File: src/inc/sfrb_defs.svh
`ifndef SFRB_DEFS_SVH
`define SFRB_DEFS_SVH
// Register offsets of the byte registers on the 16-bit register bus
`define SFRB_OFS_COMPAT_PSW 11'h402
`define SFRB_OFS_SEG_SELECT 11'h403
`define SFRB_OFS_T01_CTRL 11'h410
`define SFRB_OFS_T01_EXT_STATUS 11'h411
`define SFRB_OFS_T2_CTRL 11'h418
`define SFRB_OFS_T2_MODE 11'h419
`define SFRB_OFS_WDOG_CTRL 11'h41f
`define SFRB_OFS_SOFT_IRQ_REQ 11'h42a
`define SFRB_OFS_SYS_CONFIG 11'h440
`define SFRB_OFS_T0_CNT_LO 11'h450
`define SFRB_OFS_T0_CNT_HI 11'h451
`define SFRB_OFS_T1_CNT_LO 11'h452
`define SFRB_OFS_T1_CNT_HI 11'h453
`define SFRB_OFS_T2_CNT_LO 11'h458
`define SFRB_OFS_T2_CNT_HI 11'h459
`define SFRB_OFS_T2_SNAP_LO 11'h45a
`define SFRB_OFS_T2_SNAP_HI 11'h45b
`define SFRB_OFS_T01_MODE 11'h45c
`define SFRB_OFS_WDOG_FEED1 11'h45d
`define SFRB_OFS_WDOG_FEED2 11'h45e
`define SFRB_OFS_WDOG_RELOAD 11'h45f
`define SFRB_OFS_RESET_CAUSE 11'h463
`define SFRB_OFS_UART1_MASK 11'h466
`define SFRB_OFS_BUS_CONFIG 11'h46a
`define SFRB_OFS_PORT_CFG_A 11'h470
`define SFRB_OFS_SOFT_IRQ_EN 11'h47a
`define SFRB_OFS_PORT_CFG_B 11'h4f0
// Implemented-bit masks; other bits store nothing and read zero
`define SFRB_MASK_T01_EXT_STATUS 8'h05
`define SFRB_MASK_T2_MODE 8'h33
`define SFRB_MASK_WDOG_CTRL 8'he6
`define SFRB_MASK_SOFT_IRQ 8'h7f
`define SFRB_MASK_SYS_CONFIG 8'h0f
`define SFRB_MASK_RESET_CAUSE 8'h07
`define SFRB_MASK_BUS_CONFIG 8'h07
// Bit positions
`define SFRB_BIT_WDTOF 1
`define SFRB_BIT_BUS_WIDTH 2
`define SFRB_BIT_CAUSE_WD 2
`define SFRB_BIT_CAUSE_CMD 1
`define SFRB_BIT_CAUSE_EXT 0
// Reset values
`define SFRB_RST_WDOG_OTHER 8'he4
`define SFRB_RST_WDOG_WD 8'he6
`define SFRB_RST_BUS_CONFIG 8'h03
`define SFRB_RST_CFG_A 8'hff
`define SFRB_RST_CFG_B 8'h00
`define SFRB_RST_PSW_CLEAR 8'h23
`define SFRB_RST_ZERO 8'h00
`define SFRB_SYNC_CYCLES 2'h2
`endif

File: src/inc/sfrb_pkg.sv
package sfrb_pkg;
  // One register byte and one register address
  typedef logic [7:0] sfrb_byte_t;
  typedef logic [10:0] sfrb_addr_t;
  typedef logic [4:0] sfrb_mem_idx_t;
  // Start-up sequencer
  typedef enum logic [1:0]
  {
    SFRB_ST_SYNC = 2'b00,
    SFRB_ST_LOAD = 2'b01,
    SFRB_ST_RUN = 2'b10
  } sfrb_state_t;
endpackage

File: src/inc/sfrb_mem_if.sv
`timescale 1ns/1ps
interface sfrb_mem_if;
  import sfrb_pkg::*;
  logic wr_en;
  logic rd_en;
  sfrb_mem_idx_t idx;
  sfrb_byte_t wdata;
  sfrb_byte_t rdata;
  // Bank side issues, memory side answers one cycle later
  modport bank (output wr_en, output rd_en, output idx, output wdata, input rdata);
  modport mem (input wr_en, input rd_en, input idx, input wdata, output rdata);
endinterface

File: src/rtl/sfrb_byte_mem.sv
`timescale 1ns/1ps
`include "sfrb_defs.svh"
module sfrb_byte_mem #(
  parameter int DEPTH = 32
) (
  input wire logic i_clk,
  input wire logic i_rst,
  sfrb_mem_if.mem mem
);
  import sfrb_pkg::*;

  // Storage for the plain read/write bytes
  sfrb_byte_t store_q [DEPTH];
  // Registered read data
  sfrb_byte_t rdata_q;

  // Write port; every byte resets to zero
  always_ff @(posedge i_clk or posedge i_rst)
  begin
    if (i_rst)
    begin
      for (int k = 0; k < DEPTH; k++)
        store_q[k] <= `SFRB_RST_ZERO;
    end
    else if (mem.wr_en)
    begin
      store_q[mem.idx] <= mem.wdata;
    end
  end

  // Read port, data one cycle after the strobe
  always_ff @(posedge i_clk or posedge i_rst)
  begin
    if (i_rst)
      rdata_q <= `SFRB_RST_ZERO;
    else if (mem.rd_en)
      rdata_q <= store_q[mem.idx];
  end

  assign mem.rdata = rdata_q;
endmodule

File: src/rtl/sfrb_bank.sv
`timescale 1ns/1ps
`include "sfrb_defs.svh"
module sfrb_bank #(
  parameter int NUM_PORTS = 7,
  parameter logic [8*NUM_PORTS-1:0] EXT_BUS_PUSH_PULL = 56'h00_00_00_00_ff_00_ff
) (
  input wire logic i_clk,
  input wire logic i_rst,
  input wire sfrb_pkg::sfrb_addr_t i_sfr_addr,
  input wire logic i_sfr_rd,
  input wire logic i_sfr_wr,
  input wire logic i_sfr_word,
  input wire logic i_sfr_rmw,
  input wire logic [15:0] i_sfr_wdata,
  output logic [15:0] o_sfr_rdata,
  output logic o_sfr_rvalid,
  output logic o_sfr_ready,
  input wire logic i_bus_width_pin,
  input wire logic i_external_code_select_pin,
  input wire sfrb_pkg::sfrb_byte_t i_reset_psw,
  input wire logic i_wd_reset_cause,
  input wire logic i_cmd_reset_cause,
  input wire logic [5:0] i_flag_set,
  output sfrb_pkg::sfrb_byte_t o_timer01_control,
  output sfrb_pkg::sfrb_byte_t o_timer2_control,
  output sfrb_pkg::sfrb_byte_t o_watchdog_control,
  output sfrb_pkg::sfrb_byte_t o_bus_config_reg,
  output sfrb_pkg::sfrb_byte_t o_reset_cause_reg,
  output sfrb_pkg::sfrb_byte_t o_compat_status_word,
  output logic [8*NUM_PORTS-1:0] o_port_config_a,
  output logic [8*NUM_PORTS-1:0] o_port_config_b,
  output logic o_feed_first,
  output logic o_feed_second
);
  import sfrb_pkg::*;

  // Guarded flags: timer01 control bits 7,5,3,1, timer2 bit 7, watchdog bit 1
  localparam int NUM_GUARD = 6;

  sfrb_mem_if mif ();

  // Pin synchronisers; first stage read only by the second
  logic [1:0] width_sync_q;
  logic [1:0] ext_sync_q;
  // Sequencer state
  sfrb_state_t state_q;
  logic [1:0] sync_cnt_q;
  // Registers held in flops
  sfrb_byte_t t01_ctrl_q;
  sfrb_byte_t t2_ctrl_q;
  sfrb_byte_t wdog_ctrl_q;
  sfrb_byte_t bus_cfg_q;
  sfrb_byte_t cause_q;
  sfrb_byte_t psw_q;
  sfrb_byte_t cfg_a_q [NUM_PORTS];
  sfrb_byte_t cfg_b_q [NUM_PORTS];
  // Set since last read or write of its register, per guarded flag
  logic [NUM_GUARD-1:0] track_q;
  logic [NUM_GUARD-1:0] guard_cur;
  logic [NUM_GUARD-1:0] guard_hit;
  logic [NUM_GUARD-1:0] guard_d;
  // Read pipeline
  logic rd_p1_q;
  logic rd_mem_q;
  sfrb_byte_t rd_local_q;
  // Access decode
  logic run;
  logic wr_fire;
  logic rd_fire;
  sfrb_byte_t wbyte;
  sfrb_byte_t local_byte;
  logic mem_hit;
  sfrb_mem_idx_t mem_idx;

  // Accesses are taken only once the start-up loads are done
  assign run = (state_q == SFRB_ST_RUN);
  assign wr_fire = i_sfr_wr & run;
  assign rd_fire = i_sfr_rd & run & ~i_sfr_wr;
  // Only the low byte of a word write reaches any register
  assign wbyte = i_sfr_wdata[7:0];

  // Map of plain bytes held in the memory module
  always_comb
  begin
    mem_hit = 1'b1;
    mem_idx = 5'h00;
    case (i_sfr_addr)
      `SFRB_OFS_SEG_SELECT: mem_idx = 5'h00;
      `SFRB_OFS_T01_EXT_STATUS: mem_idx = 5'h01;
      `SFRB_OFS_T2_MODE: mem_idx = 5'h02;
      `SFRB_OFS_SOFT_IRQ_REQ: mem_idx = 5'h03;
      `SFRB_OFS_SYS_CONFIG: mem_idx = 5'h04;
      `SFRB_OFS_T0_CNT_LO: mem_idx = 5'h05;
      `SFRB_OFS_T0_CNT_HI: mem_idx = 5'h06;
      `SFRB_OFS_T1_CNT_LO: mem_idx = 5'h07;
      `SFRB_OFS_T1_CNT_HI: mem_idx = 5'h08;
      `SFRB_OFS_T2_CNT_LO: mem_idx = 5'h09;
      `SFRB_OFS_T2_CNT_HI: mem_idx = 5'h0a;
      `SFRB_OFS_T2_SNAP_LO: mem_idx = 5'h0b;
      `SFRB_OFS_T2_SNAP_HI: mem_idx = 5'h0c;
      `SFRB_OFS_T01_MODE: mem_idx = 5'h0d;
      `SFRB_OFS_WDOG_RELOAD: mem_idx = 5'h0e;
      `SFRB_OFS_UART1_MASK: mem_idx = 5'h0f;
      `SFRB_OFS_SOFT_IRQ_EN: mem_idx = 5'h10;
      default: mem_hit = 1'b0;
    endcase
  end

  // Narrow bytes are masked on the way in, so unused bits stay zero
  function automatic sfrb_byte_t mem_mask(input sfrb_addr_t a);
    case (a)
      `SFRB_OFS_T01_EXT_STATUS: mem_mask = `SFRB_MASK_T01_EXT_STATUS;
      `SFRB_OFS_T2_MODE: mem_mask = `SFRB_MASK_T2_MODE;
      `SFRB_OFS_SOFT_IRQ_REQ: mem_mask = `SFRB_MASK_SOFT_IRQ;
      `SFRB_OFS_SOFT_IRQ_EN: mem_mask = `SFRB_MASK_SOFT_IRQ;
      `SFRB_OFS_SYS_CONFIG: mem_mask = `SFRB_MASK_SYS_CONFIG;
      default: mem_mask = 8'hff;
    endcase
  endfunction

  assign mif.wr_en = wr_fire & mem_hit;
  assign mif.rd_en = rd_fire & mem_hit;
  assign mif.idx = mem_idx;
  assign mif.wdata = wbyte & mem_mask(i_sfr_addr);

  sfrb_byte_mem #(
    .DEPTH(32)
  ) sfrb_byte_mem_inst (
    .i_clk(i_clk),
    .i_rst(i_rst),
    .mem(mif.mem)
  );

  // Flop-held registers for the read mux
  always_comb
  begin
    local_byte = `SFRB_RST_ZERO;
    case (i_sfr_addr)
      `SFRB_OFS_COMPAT_PSW: local_byte = psw_q;
      `SFRB_OFS_T01_CTRL: local_byte = t01_ctrl_q;
      `SFRB_OFS_T2_CTRL: local_byte = t2_ctrl_q;
      `SFRB_OFS_WDOG_CTRL: local_byte = wdog_ctrl_q;
      `SFRB_OFS_RESET_CAUSE: local_byte = cause_q;
      `SFRB_OFS_BUS_CONFIG: local_byte = bus_cfg_q;
      default:
      begin
        // Port configuration banks, feed bytes read as zero
        for (int p = 0; p < NUM_PORTS; p++)
        begin
          if (i_sfr_addr == `SFRB_OFS_PORT_CFG_A + 11'(p))
            local_byte = cfg_a_q[p];
          if (i_sfr_addr == `SFRB_OFS_PORT_CFG_B + 11'(p))
            local_byte = cfg_b_q[p];
        end
      end
    endcase
  end

  // Two-flop synchronisers for the strap pins
  always_ff @(posedge i_clk or posedge i_rst)
  begin
    if (i_rst)
    begin
      width_sync_q <= 2'h0;
      ext_sync_q <= 2'h0;
    end
    else
    begin
      width_sync_q <= {width_sync_q[0], i_bus_width_pin};
      ext_sync_q <= {ext_sync_q[0], i_external_code_select_pin};
    end
  end

  // Start-up: let the straps settle, load once, then serve the bus
  always_ff @(posedge i_clk or posedge i_rst)
  begin
    if (i_rst)
    begin
      state_q <= SFRB_ST_SYNC;
      sync_cnt_q <= 2'h0;
    end
    else
    begin
      case (state_q)
        SFRB_ST_SYNC:
        begin
          sync_cnt_q <= sync_cnt_q + 2'h1;
          if (sync_cnt_q == `SFRB_SYNC_CYCLES - 2'h1)
            state_q <= SFRB_ST_LOAD;
        end
        SFRB_ST_LOAD: state_q <= SFRB_ST_RUN;
        SFRB_ST_RUN: state_q <= SFRB_ST_RUN;
        default: state_q <= SFRB_ST_SYNC;
      endcase
    end
  end

  // Ready flag straight from a flop for the core
  always_ff @(posedge i_clk or posedge i_rst)
  begin
    if (i_rst)
      o_sfr_ready <= 1'b0;
    else
      o_sfr_ready <= (state_q == SFRB_ST_LOAD) | run;
  end

  // Current values of the guarded flags
  assign guard_cur = {wdog_ctrl_q[`SFRB_BIT_WDTOF], t2_ctrl_q[7], t01_ctrl_q[1],
                      t01_ctrl_q[3], t01_ctrl_q[5], t01_ctrl_q[7]};

  // Per guarded flag: peripheral set wins except at the watchdog flag in the load cycle; a read-modify-write
  // write-back cannot clear a flag set after the read that fed it
  for (genvar g = 0; g < NUM_GUARD; g++)
  begin : g_guard
    localparam sfrb_addr_t GA = (g < 4) ? `SFRB_OFS_T01_CTRL :
                                (g == 4) ? `SFRB_OFS_T2_CTRL : `SFRB_OFS_WDOG_CTRL;
    localparam int GB = (g < 4) ? 7 - 2 * g : (g == 4) ? 7 : `SFRB_BIT_WDTOF;
    assign guard_hit[g] = wr_fire & (i_sfr_addr == GA);
    assign guard_d[g] = i_flag_set[g] | (guard_hit[g] ?
                        (wbyte[GB] | (i_sfr_rmw & track_q[g])) : guard_cur[g]);

    always_ff @(posedge i_clk or posedge i_rst)
    begin
      if (i_rst)
        track_q[g] <= 1'b0;
      else
        track_q[g] <= i_flag_set[g] |
                      (track_q[g] & ~guard_hit[g] & ~(rd_fire & (i_sfr_addr == GA)));
    end
  end

  // Timer control registers, plain bits plus guarded flags
  always_ff @(posedge i_clk or posedge i_rst)
  begin
    if (i_rst)
    begin
      t01_ctrl_q <= `SFRB_RST_ZERO;
      t2_ctrl_q <= `SFRB_RST_ZERO;
    end
    else
    begin
      if (wr_fire && i_sfr_addr == `SFRB_OFS_T01_CTRL)
        t01_ctrl_q <= {guard_d[0], wbyte[6], guard_d[1], wbyte[4],
                       guard_d[2], wbyte[2], guard_d[3], wbyte[0]};
      else
        t01_ctrl_q <= {guard_d[0], t01_ctrl_q[6], guard_d[1], t01_ctrl_q[4],
                       guard_d[2], t01_ctrl_q[2], guard_d[3], t01_ctrl_q[0]};
      if (wr_fire && i_sfr_addr == `SFRB_OFS_T2_CTRL)
        t2_ctrl_q <= {guard_d[4], wbyte[6:0]};
      else
        t2_ctrl_q <= {guard_d[4], t2_ctrl_q[6:0]};
    end
  end

  // Watchdog control; its reset value depends on the reset cause
  always_ff @(posedge i_clk or posedge i_rst)
  begin
    if (i_rst)
      wdog_ctrl_q <= `SFRB_RST_WDOG_OTHER;
    else if (state_q == SFRB_ST_LOAD)
      wdog_ctrl_q <= i_wd_reset_cause ? `SFRB_RST_WDOG_WD : `SFRB_RST_WDOG_OTHER;
    else if (wr_fire && i_sfr_addr == `SFRB_OFS_WDOG_CTRL)
    begin
      wdog_ctrl_q <= (wbyte & `SFRB_MASK_WDOG_CTRL & ~8'h02) | {6'h00, guard_d[5], 1'b0};
    end
    else
    begin
      wdog_ctrl_q[`SFRB_BIT_WDTOF] <= guard_d[5];
    end
  end

  // Reset cause: one-hot, watchdog before command before pin
  always_ff @(posedge i_clk or posedge i_rst)
  begin
    if (i_rst)
      cause_q <= `SFRB_RST_ZERO;
    else if (state_q == SFRB_ST_LOAD)
    begin
      cause_q <= `SFRB_RST_ZERO;
      if (i_wd_reset_cause)
        cause_q[`SFRB_BIT_CAUSE_WD] <= 1'b1;
      else if (i_cmd_reset_cause)
        cause_q[`SFRB_BIT_CAUSE_CMD] <= 1'b1;
      else
        cause_q[`SFRB_BIT_CAUSE_EXT] <= 1'b1;
    end
  end

  // Bus configuration: strap caught after release, writable afterwards
  always_ff @(posedge i_clk or posedge i_rst)
  begin
    if (i_rst)
      bus_cfg_q <= `SFRB_RST_BUS_CONFIG;
    else if (state_q == SFRB_ST_LOAD)
      bus_cfg_q <= `SFRB_RST_BUS_CONFIG | {5'h00, width_sync_q[1], 2'h0};
    else if (wr_fire && i_sfr_addr == `SFRB_OFS_BUS_CONFIG)
      bus_cfg_q <= wbyte & `SFRB_MASK_BUS_CONFIG;
  end

  // Compatible status word, taken from the reset vector with flags cleared
  always_ff @(posedge i_clk or posedge i_rst)
  begin
    if (i_rst)
      psw_q <= `SFRB_RST_ZERO;
    else if (state_q == SFRB_ST_LOAD)
      psw_q <= i_reset_psw & ~`SFRB_RST_PSW_CLEAR;
    else if (wr_fire && i_sfr_addr == `SFRB_OFS_COMPAT_PSW)
      psw_q <= wbyte;
  end

  // Port configuration pairs, one per port
  for (genvar p = 0; p < NUM_PORTS; p++)
  begin : g_port
    always_ff @(posedge i_clk or posedge i_rst)
    begin
      if (i_rst)
      begin
        cfg_a_q[p] <= `SFRB_RST_CFG_A;
        cfg_b_q[p] <= `SFRB_RST_CFG_B;
      end
      else if (state_q == SFRB_ST_LOAD)
      begin
        cfg_a_q[p] <= `SFRB_RST_CFG_A;
        cfg_b_q[p] <= ext_sync_q[1] ? EXT_BUS_PUSH_PULL[8*p +: 8] : `SFRB_RST_CFG_B;
      end
      else if (wr_fire)
      begin
        if (i_sfr_addr == `SFRB_OFS_PORT_CFG_A + 11'(p))
          cfg_a_q[p] <= wbyte;
        if (i_sfr_addr == `SFRB_OFS_PORT_CFG_B + 11'(p))
          cfg_b_q[p] <= wbyte;
      end
    end
    assign o_port_config_a[8*p +: 8] = cfg_a_q[p];
    assign o_port_config_b[8*p +: 8] = cfg_b_q[p];
  end

  // Feed bytes only pulse toward the watchdog; nothing is stored
  always_ff @(posedge i_clk or posedge i_rst)
  begin
    if (i_rst)
    begin
      o_feed_first <= 1'b0;
      o_feed_second <= 1'b0;
    end
    else
    begin
      o_feed_first <= wr_fire & (i_sfr_addr == `SFRB_OFS_WDOG_FEED1);
      o_feed_second <= wr_fire & (i_sfr_addr == `SFRB_OFS_WDOG_FEED2);
    end
  end

  // Read pipeline: decode in cycle 0, memory answers in 1, output in 2.
  // Upper byte is driven zero; the core must not rely on it.
  always_ff @(posedge i_clk or posedge i_rst)
  begin
    if (i_rst)
    begin
      rd_p1_q <= 1'b0;
      rd_mem_q <= 1'b0;
      rd_local_q <= `SFRB_RST_ZERO;
      o_sfr_rvalid <= 1'b0;
      o_sfr_rdata <= 16'h0000;
    end
    else
    begin
      rd_p1_q <= rd_fire;
      rd_mem_q <= rd_fire & mem_hit;
      rd_local_q <= local_byte;
      o_sfr_rvalid <= rd_p1_q;
      o_sfr_rdata <= {8'h00, rd_mem_q ? mif.rdata : rd_local_q};
    end
  end

  assign o_timer01_control = t01_ctrl_q;
  assign o_timer2_control = t2_ctrl_q;
  assign o_watchdog_control = wdog_ctrl_q;
  assign o_bus_config_reg = bus_cfg_q;
  assign o_reset_cause_reg = cause_q;
  assign o_compat_status_word = psw_q;
endmodule

File: config.mk
export PLATFORM = sky130hd
export DESIGN_NAME = sfrb_bank
export DESIGN_NICKNAME = d
export VERILOG_FILES = /design/src/inc/sfrb_pkg.sv /design/src/inc/sfrb_mem_if.sv /design/src/rtl/sfrb_byte_mem.sv /design/src/rtl/sfrb_bank.sv
export VERILOG_INCLUDE_DIRS = /design/src /design/src/inc
export SDC_FILE = /design/constraint.sdc
export NUM_CORES = 1
export LEC_CHECK = 0
export ABC_AREA = 1
export BUFFER_PORTS_ARGS = -buffer_cell sky130_fd_sc_hd__buf_2
export CORE_MARGIN = 10
export CORE_UTILIZATION = 55
export DETAILED_ROUTE_END_ITERATION = 7
export PLACE_DENSITY_LB_ADDON = 0.2
export SLEW_MARGIN = 10
export SYNTH_ARGS = -nofsm -noshare
export SYNTH_HDL_FRONTEND = slang
export SYNTH_SLANG_ARGS = --single-unit
File: constraint.sdc
create_clock -name i_clk -period 37.8 [get_ports i_clk]
set_clock_uncertainty 0.05 [all_clocks]
set_input_delay 7.56 -clock i_clk [delete_from_list [all_inputs] [get_ports i_clk]]
set_output_delay 7.56 -clock i_clk [all_outputs]
set_load 0.02 [all_outputs]
==> metrics.txt <==
outcome=finished clean; VDD IR max=33.0 uV; area of the multi-input gates=between 5000 and 6000 um^2; vias in the first global route=roughly 13000; initial core utilization=a little under three fifths; clock buffer count from CTS=38; Post-CTS Setup Repair Bufs=0; Clock Path Buffers=3; max FFs per register=160; DR WL/cell=roughly 20 um; post-DP HPWL=between 30 and 40 mm; Post-Synthesis Cells=about 1900; setup violation total in the final timing report=0; Fin Setup TNS=0 ns; final instance area=~18000 um^2; first-pass GRT wire length=~77 mm; routability-driven placement congestion ratio=0.970; core area=between 20000 and 30000 um^2; Pwr per Cell Area=about 44 nW/um^2; worst-path fanout max=25; Synth Cell Area=between 15000 and 20000 um^2; worst slew pin tran=1.23 ns; most frequent CP cell=nand2_1; overall routing resource usage=around 27%; crit share post-route=a little under a third; Hold Crit Class=reg2reg; Reg clk slew, reported paths=roughly 0.06 ns; Buffers & Inverters on Critical Path=4; CP peak stage delay=about 0.74 ns; Skew-Pair Late Insertion Delay=0.52 ns; number of hold violations in the final report=0; Synth Warn #=0; CP startpoint kind=input port; DIE WIDTH=about 190 um; CTS tree=built; register area share after synthesis=55.8%; Die ar.=~36000 um^2; PostCTS Resize Cnt=0; clock net sink count=approximately 350; hold path depth=0; r2r setup slk=about 35 ns; Routed Antenna Nets=0; Register Area=about 8900 um^2; Reg2Reg Launch Point=state_q[0]; I/O Buffers=between 150 and 200; layout cells sized above 1=about a fifth; nets=approximately 2100; Critical Path, Cell by Cell=buf_2, nor2_1, nand2_1, nor2_1, o21ai_1, nand3_1, nor2_2, inv_2, nand2_1, clkinv_1, buf_4, nand2_1, nand4_1, nand3_1, nand2_1, nor3_1, nor2_1; fmax=about 88 MHz; Max Slew Vio Count=0; P&R area growth vs syn=14.7%; Fillers=about 2500; Hold-fix buffers, CTS=0; number of core rows=62; Hold Crit Start=ext_sync_q[0]; headroom to the max-slew limit=~17%; drt total wl=50.0 mm; htree depth=2; Yosys reg bits=about 350; Worst R2R Path Depth=10; critical path capture point type=flip-flop; Final min period=approximately 11 ns; RSZ-0062 raised after global routing=no; cell with the largest stage delay on the worst path=nand2_1; chip height=190 um; GRT overflow=0; critical path class=in2reg; arrival time at the worst endpoint=11.70 ns; WHS Endpoint=ext_sync_q[1]; cell family with most CP delay=simple AND/OR/NAND/NOR gates; largest net degree at the start of global routing=140; 1st-pass router iterations=6; detail-routed via count per cell=roughly 5.6; CTS Root Buffer Type=clkbuf_16; Post-DP Area=~17000 um^2; Critical R2R Capture=sfrb_byte_mem_inst.store_q[142]; Remaining DRCs=0; antenna violations before repair=9; leakage power=between 9 and 10 nW; synthesized area per cell=around 8.5 um^2; vias=roughly 14000; most flop-heavy register=sfrb_byte_mem_inst.store_q; Max-cap violations=0; synth unique cells=41; Iter 0 DRT Violations=between 1000 and 1500; I/O pin cnt=around 230; CP required=around 38 ns
==> metrics by stage <==
stage               std cells  util [%]  power, mW  hold slack (ns)  setup slack (ns)
global placement         2369      59.2      0.437            0.286             26.05
global route             2437      63.6      0.836            0.312             26.21
detailed placement       2369      59.2      0.437            0.286             25.96
floorplan                1897         -      0.421            0.281             20.56
CTS                      2436      63.6      0.813            0.298             26.52
finish                   2441      63.7      0.810            0.296             26.44
==> Yosys cell counts <==
cell type / count / area [um^2]
a21boi_2: 1 / 11.3
a2111oi_0: 3 / 26.3
ha_1: 5 / 62.6
a22oi_1: 49 / 368
nor3_2: 2 / 20.0
or2_1: 1 / 6.26
inv_1: 135 / 507
nor4_1: 4 / 25.0
nor2_4: 2 / 22.5
a22o_1: 5 / 43.8
o211ai_1: 5 / 37.5
o21ai_0: 186 / 931
buf_1: 4 / 15.0
dfrtp_1: 289 / 7230
nor3_1: 28 / 140
o31ai_1: 2 / 15.0
nand2_2: 15 / 93.8
nand3_1: 50 / 250
a221oi_1: 4 / 35.0
xor2_1: 1 / 8.76
o221ai_1: 3 / 26.3
o2111ai_1: 5 / 43.8
nand2_1: 530 / 1990
nand4_2: 2 / 25.0
nand4_1: 28 / 175
or2_2: 9 / 56.3
nor2_1: 157 / 589
buf_2: 18 / 90.1
buf_4: 25 / 188
a21oi_1: 84 / 420
clkbuf_1: 72 / 270
inv_2: 15 / 56.3
mux2_2: 8 / 90.1
a31oi_1: 10 / 62.6
dfstp_2: 62 / 1630
nor2_2: 4 / 25.0
nor4_2: 1 / 12.5
nor4_4: 1 / 21.3
o22ai_1: 1 / 6.26
conb_1: 1 / 3.75
o21ai_1: 50 / 250
==> kinds of logic (layout without fill, tap and decap cells) <==
| logic type | Yosys count | after routing | share of synthesized area, % |
|---|---|---|---|
| compound gates | 408 | 408 | 14.3 |
| xor+xnor | 1 | 1 | 0.0552 |
| fa+ha+maj | 5 | 5 | 0.394 |
| buf+inv | 269 | 424 | 7.09 |
| flops | 351 | 351 | 55.8 |
| mux | 8 | 8 | 0.567 |
| other cells | 1 | 26 | 0.0236 |
| simple gates | 834 | 834 | 21.7 |
==> report_power, final <==
part	switching (mW)	leakage [nW]	total (mW)	internal, mW
clock	0.153	0.609	0.379	0.226
combinational	0.0339	3.89	0.0438	0.00992
sequential	0.00440	4.53	0.388	0.383
total	0.192	9.03	0.810	0.619
==> worst max-delay path by stage <==
stage                  startpoint                               to  slack [ns]  depth (start not counted)
floorplan                   i_rst                    ext_sync_q[0]       20.56                          1
global placement    i_sfr_addr[9]  sfrb_byte_mem_inst.mem.rdata[1]       26.05                         17
detailed placement  i_sfr_addr[9]  sfrb_byte_mem_inst.mem.rdata[1]       25.96                         17
CTS                 i_sfr_addr[9]  sfrb_byte_mem_inst.mem.rdata[1]       26.52                         17
global route        i_sfr_addr[9]  sfrb_byte_mem_inst.mem.rdata[1]       26.21                         17
finish              i_sfr_addr[9]  sfrb_byte_mem_inst.mem.rdata[1]       26.44                         17
==> cell usage in the layout, fill, tap and decap left out, types with 3 or more instances in the layout <==
| cell | n |
|---|---|
| buf_2 | 197 |
| o21ai_1 | 50 |
| buf_4 | 10 |
| clkbuf_1 | 11 |
| o2111ai_1 | 5 |
| nor2_1 | 156 |
| nor4_1 | 4 |
| a22o_1 | 5 |
| a21oi_1 | 84 |
| inv_1 | 132 |
| o211ai_1 | 5 |
| a31oi_1 | 10 |
| nand2_2 | 15 |
| dfstp_2 | 62 |
| a221oi_1 | 4 |
| bufinv_16 | 4 |
| o21ai_0 | 186 |
| nor2_2 | 5 |
| ha_1 | 5 |
| or2_2 | 9 |
| clkbuf_8 | 6 |
| o221ai_1 | 3 |
| nand3_1 | 50 |
| nand2_1 | 530 |
| dfrtp_1 | 289 |
| a2111oi_0 | 3 |
| mux2_2 | 8 |
| a22oi_1 | 49 |
| nand4_1 | 28 |
| nor3_1 | 28 |
| diode_2 | 5 |
| inv_2 | 16 |
| clkbuf_16 | 38 |
| conb_1 | 21 |
==> final cells by class <==
class | instances | share of cell area, %
sequential | 351 | 48.6
multi-input combinational | 1277 | 32.8
clock buffer | 55 | 5.90
timing repair buffer | 207 | 5.82
inverter | 150 | 3.13
tap | 384 | 2.64
clock inverter | 12 | 1.03
antenna | 5 | 0.0687
==> layer usage <==
layer	track usage (%)	wire length [um]	up-vias
met1	33.8	19800	6599
met5	0	46	-
met2	44.4	23900	628
met4	11.9	2260	6
li1	-	-	6415
met3	6.44	4030	143
Note: power is estimated with default switching activity, not from simulation.
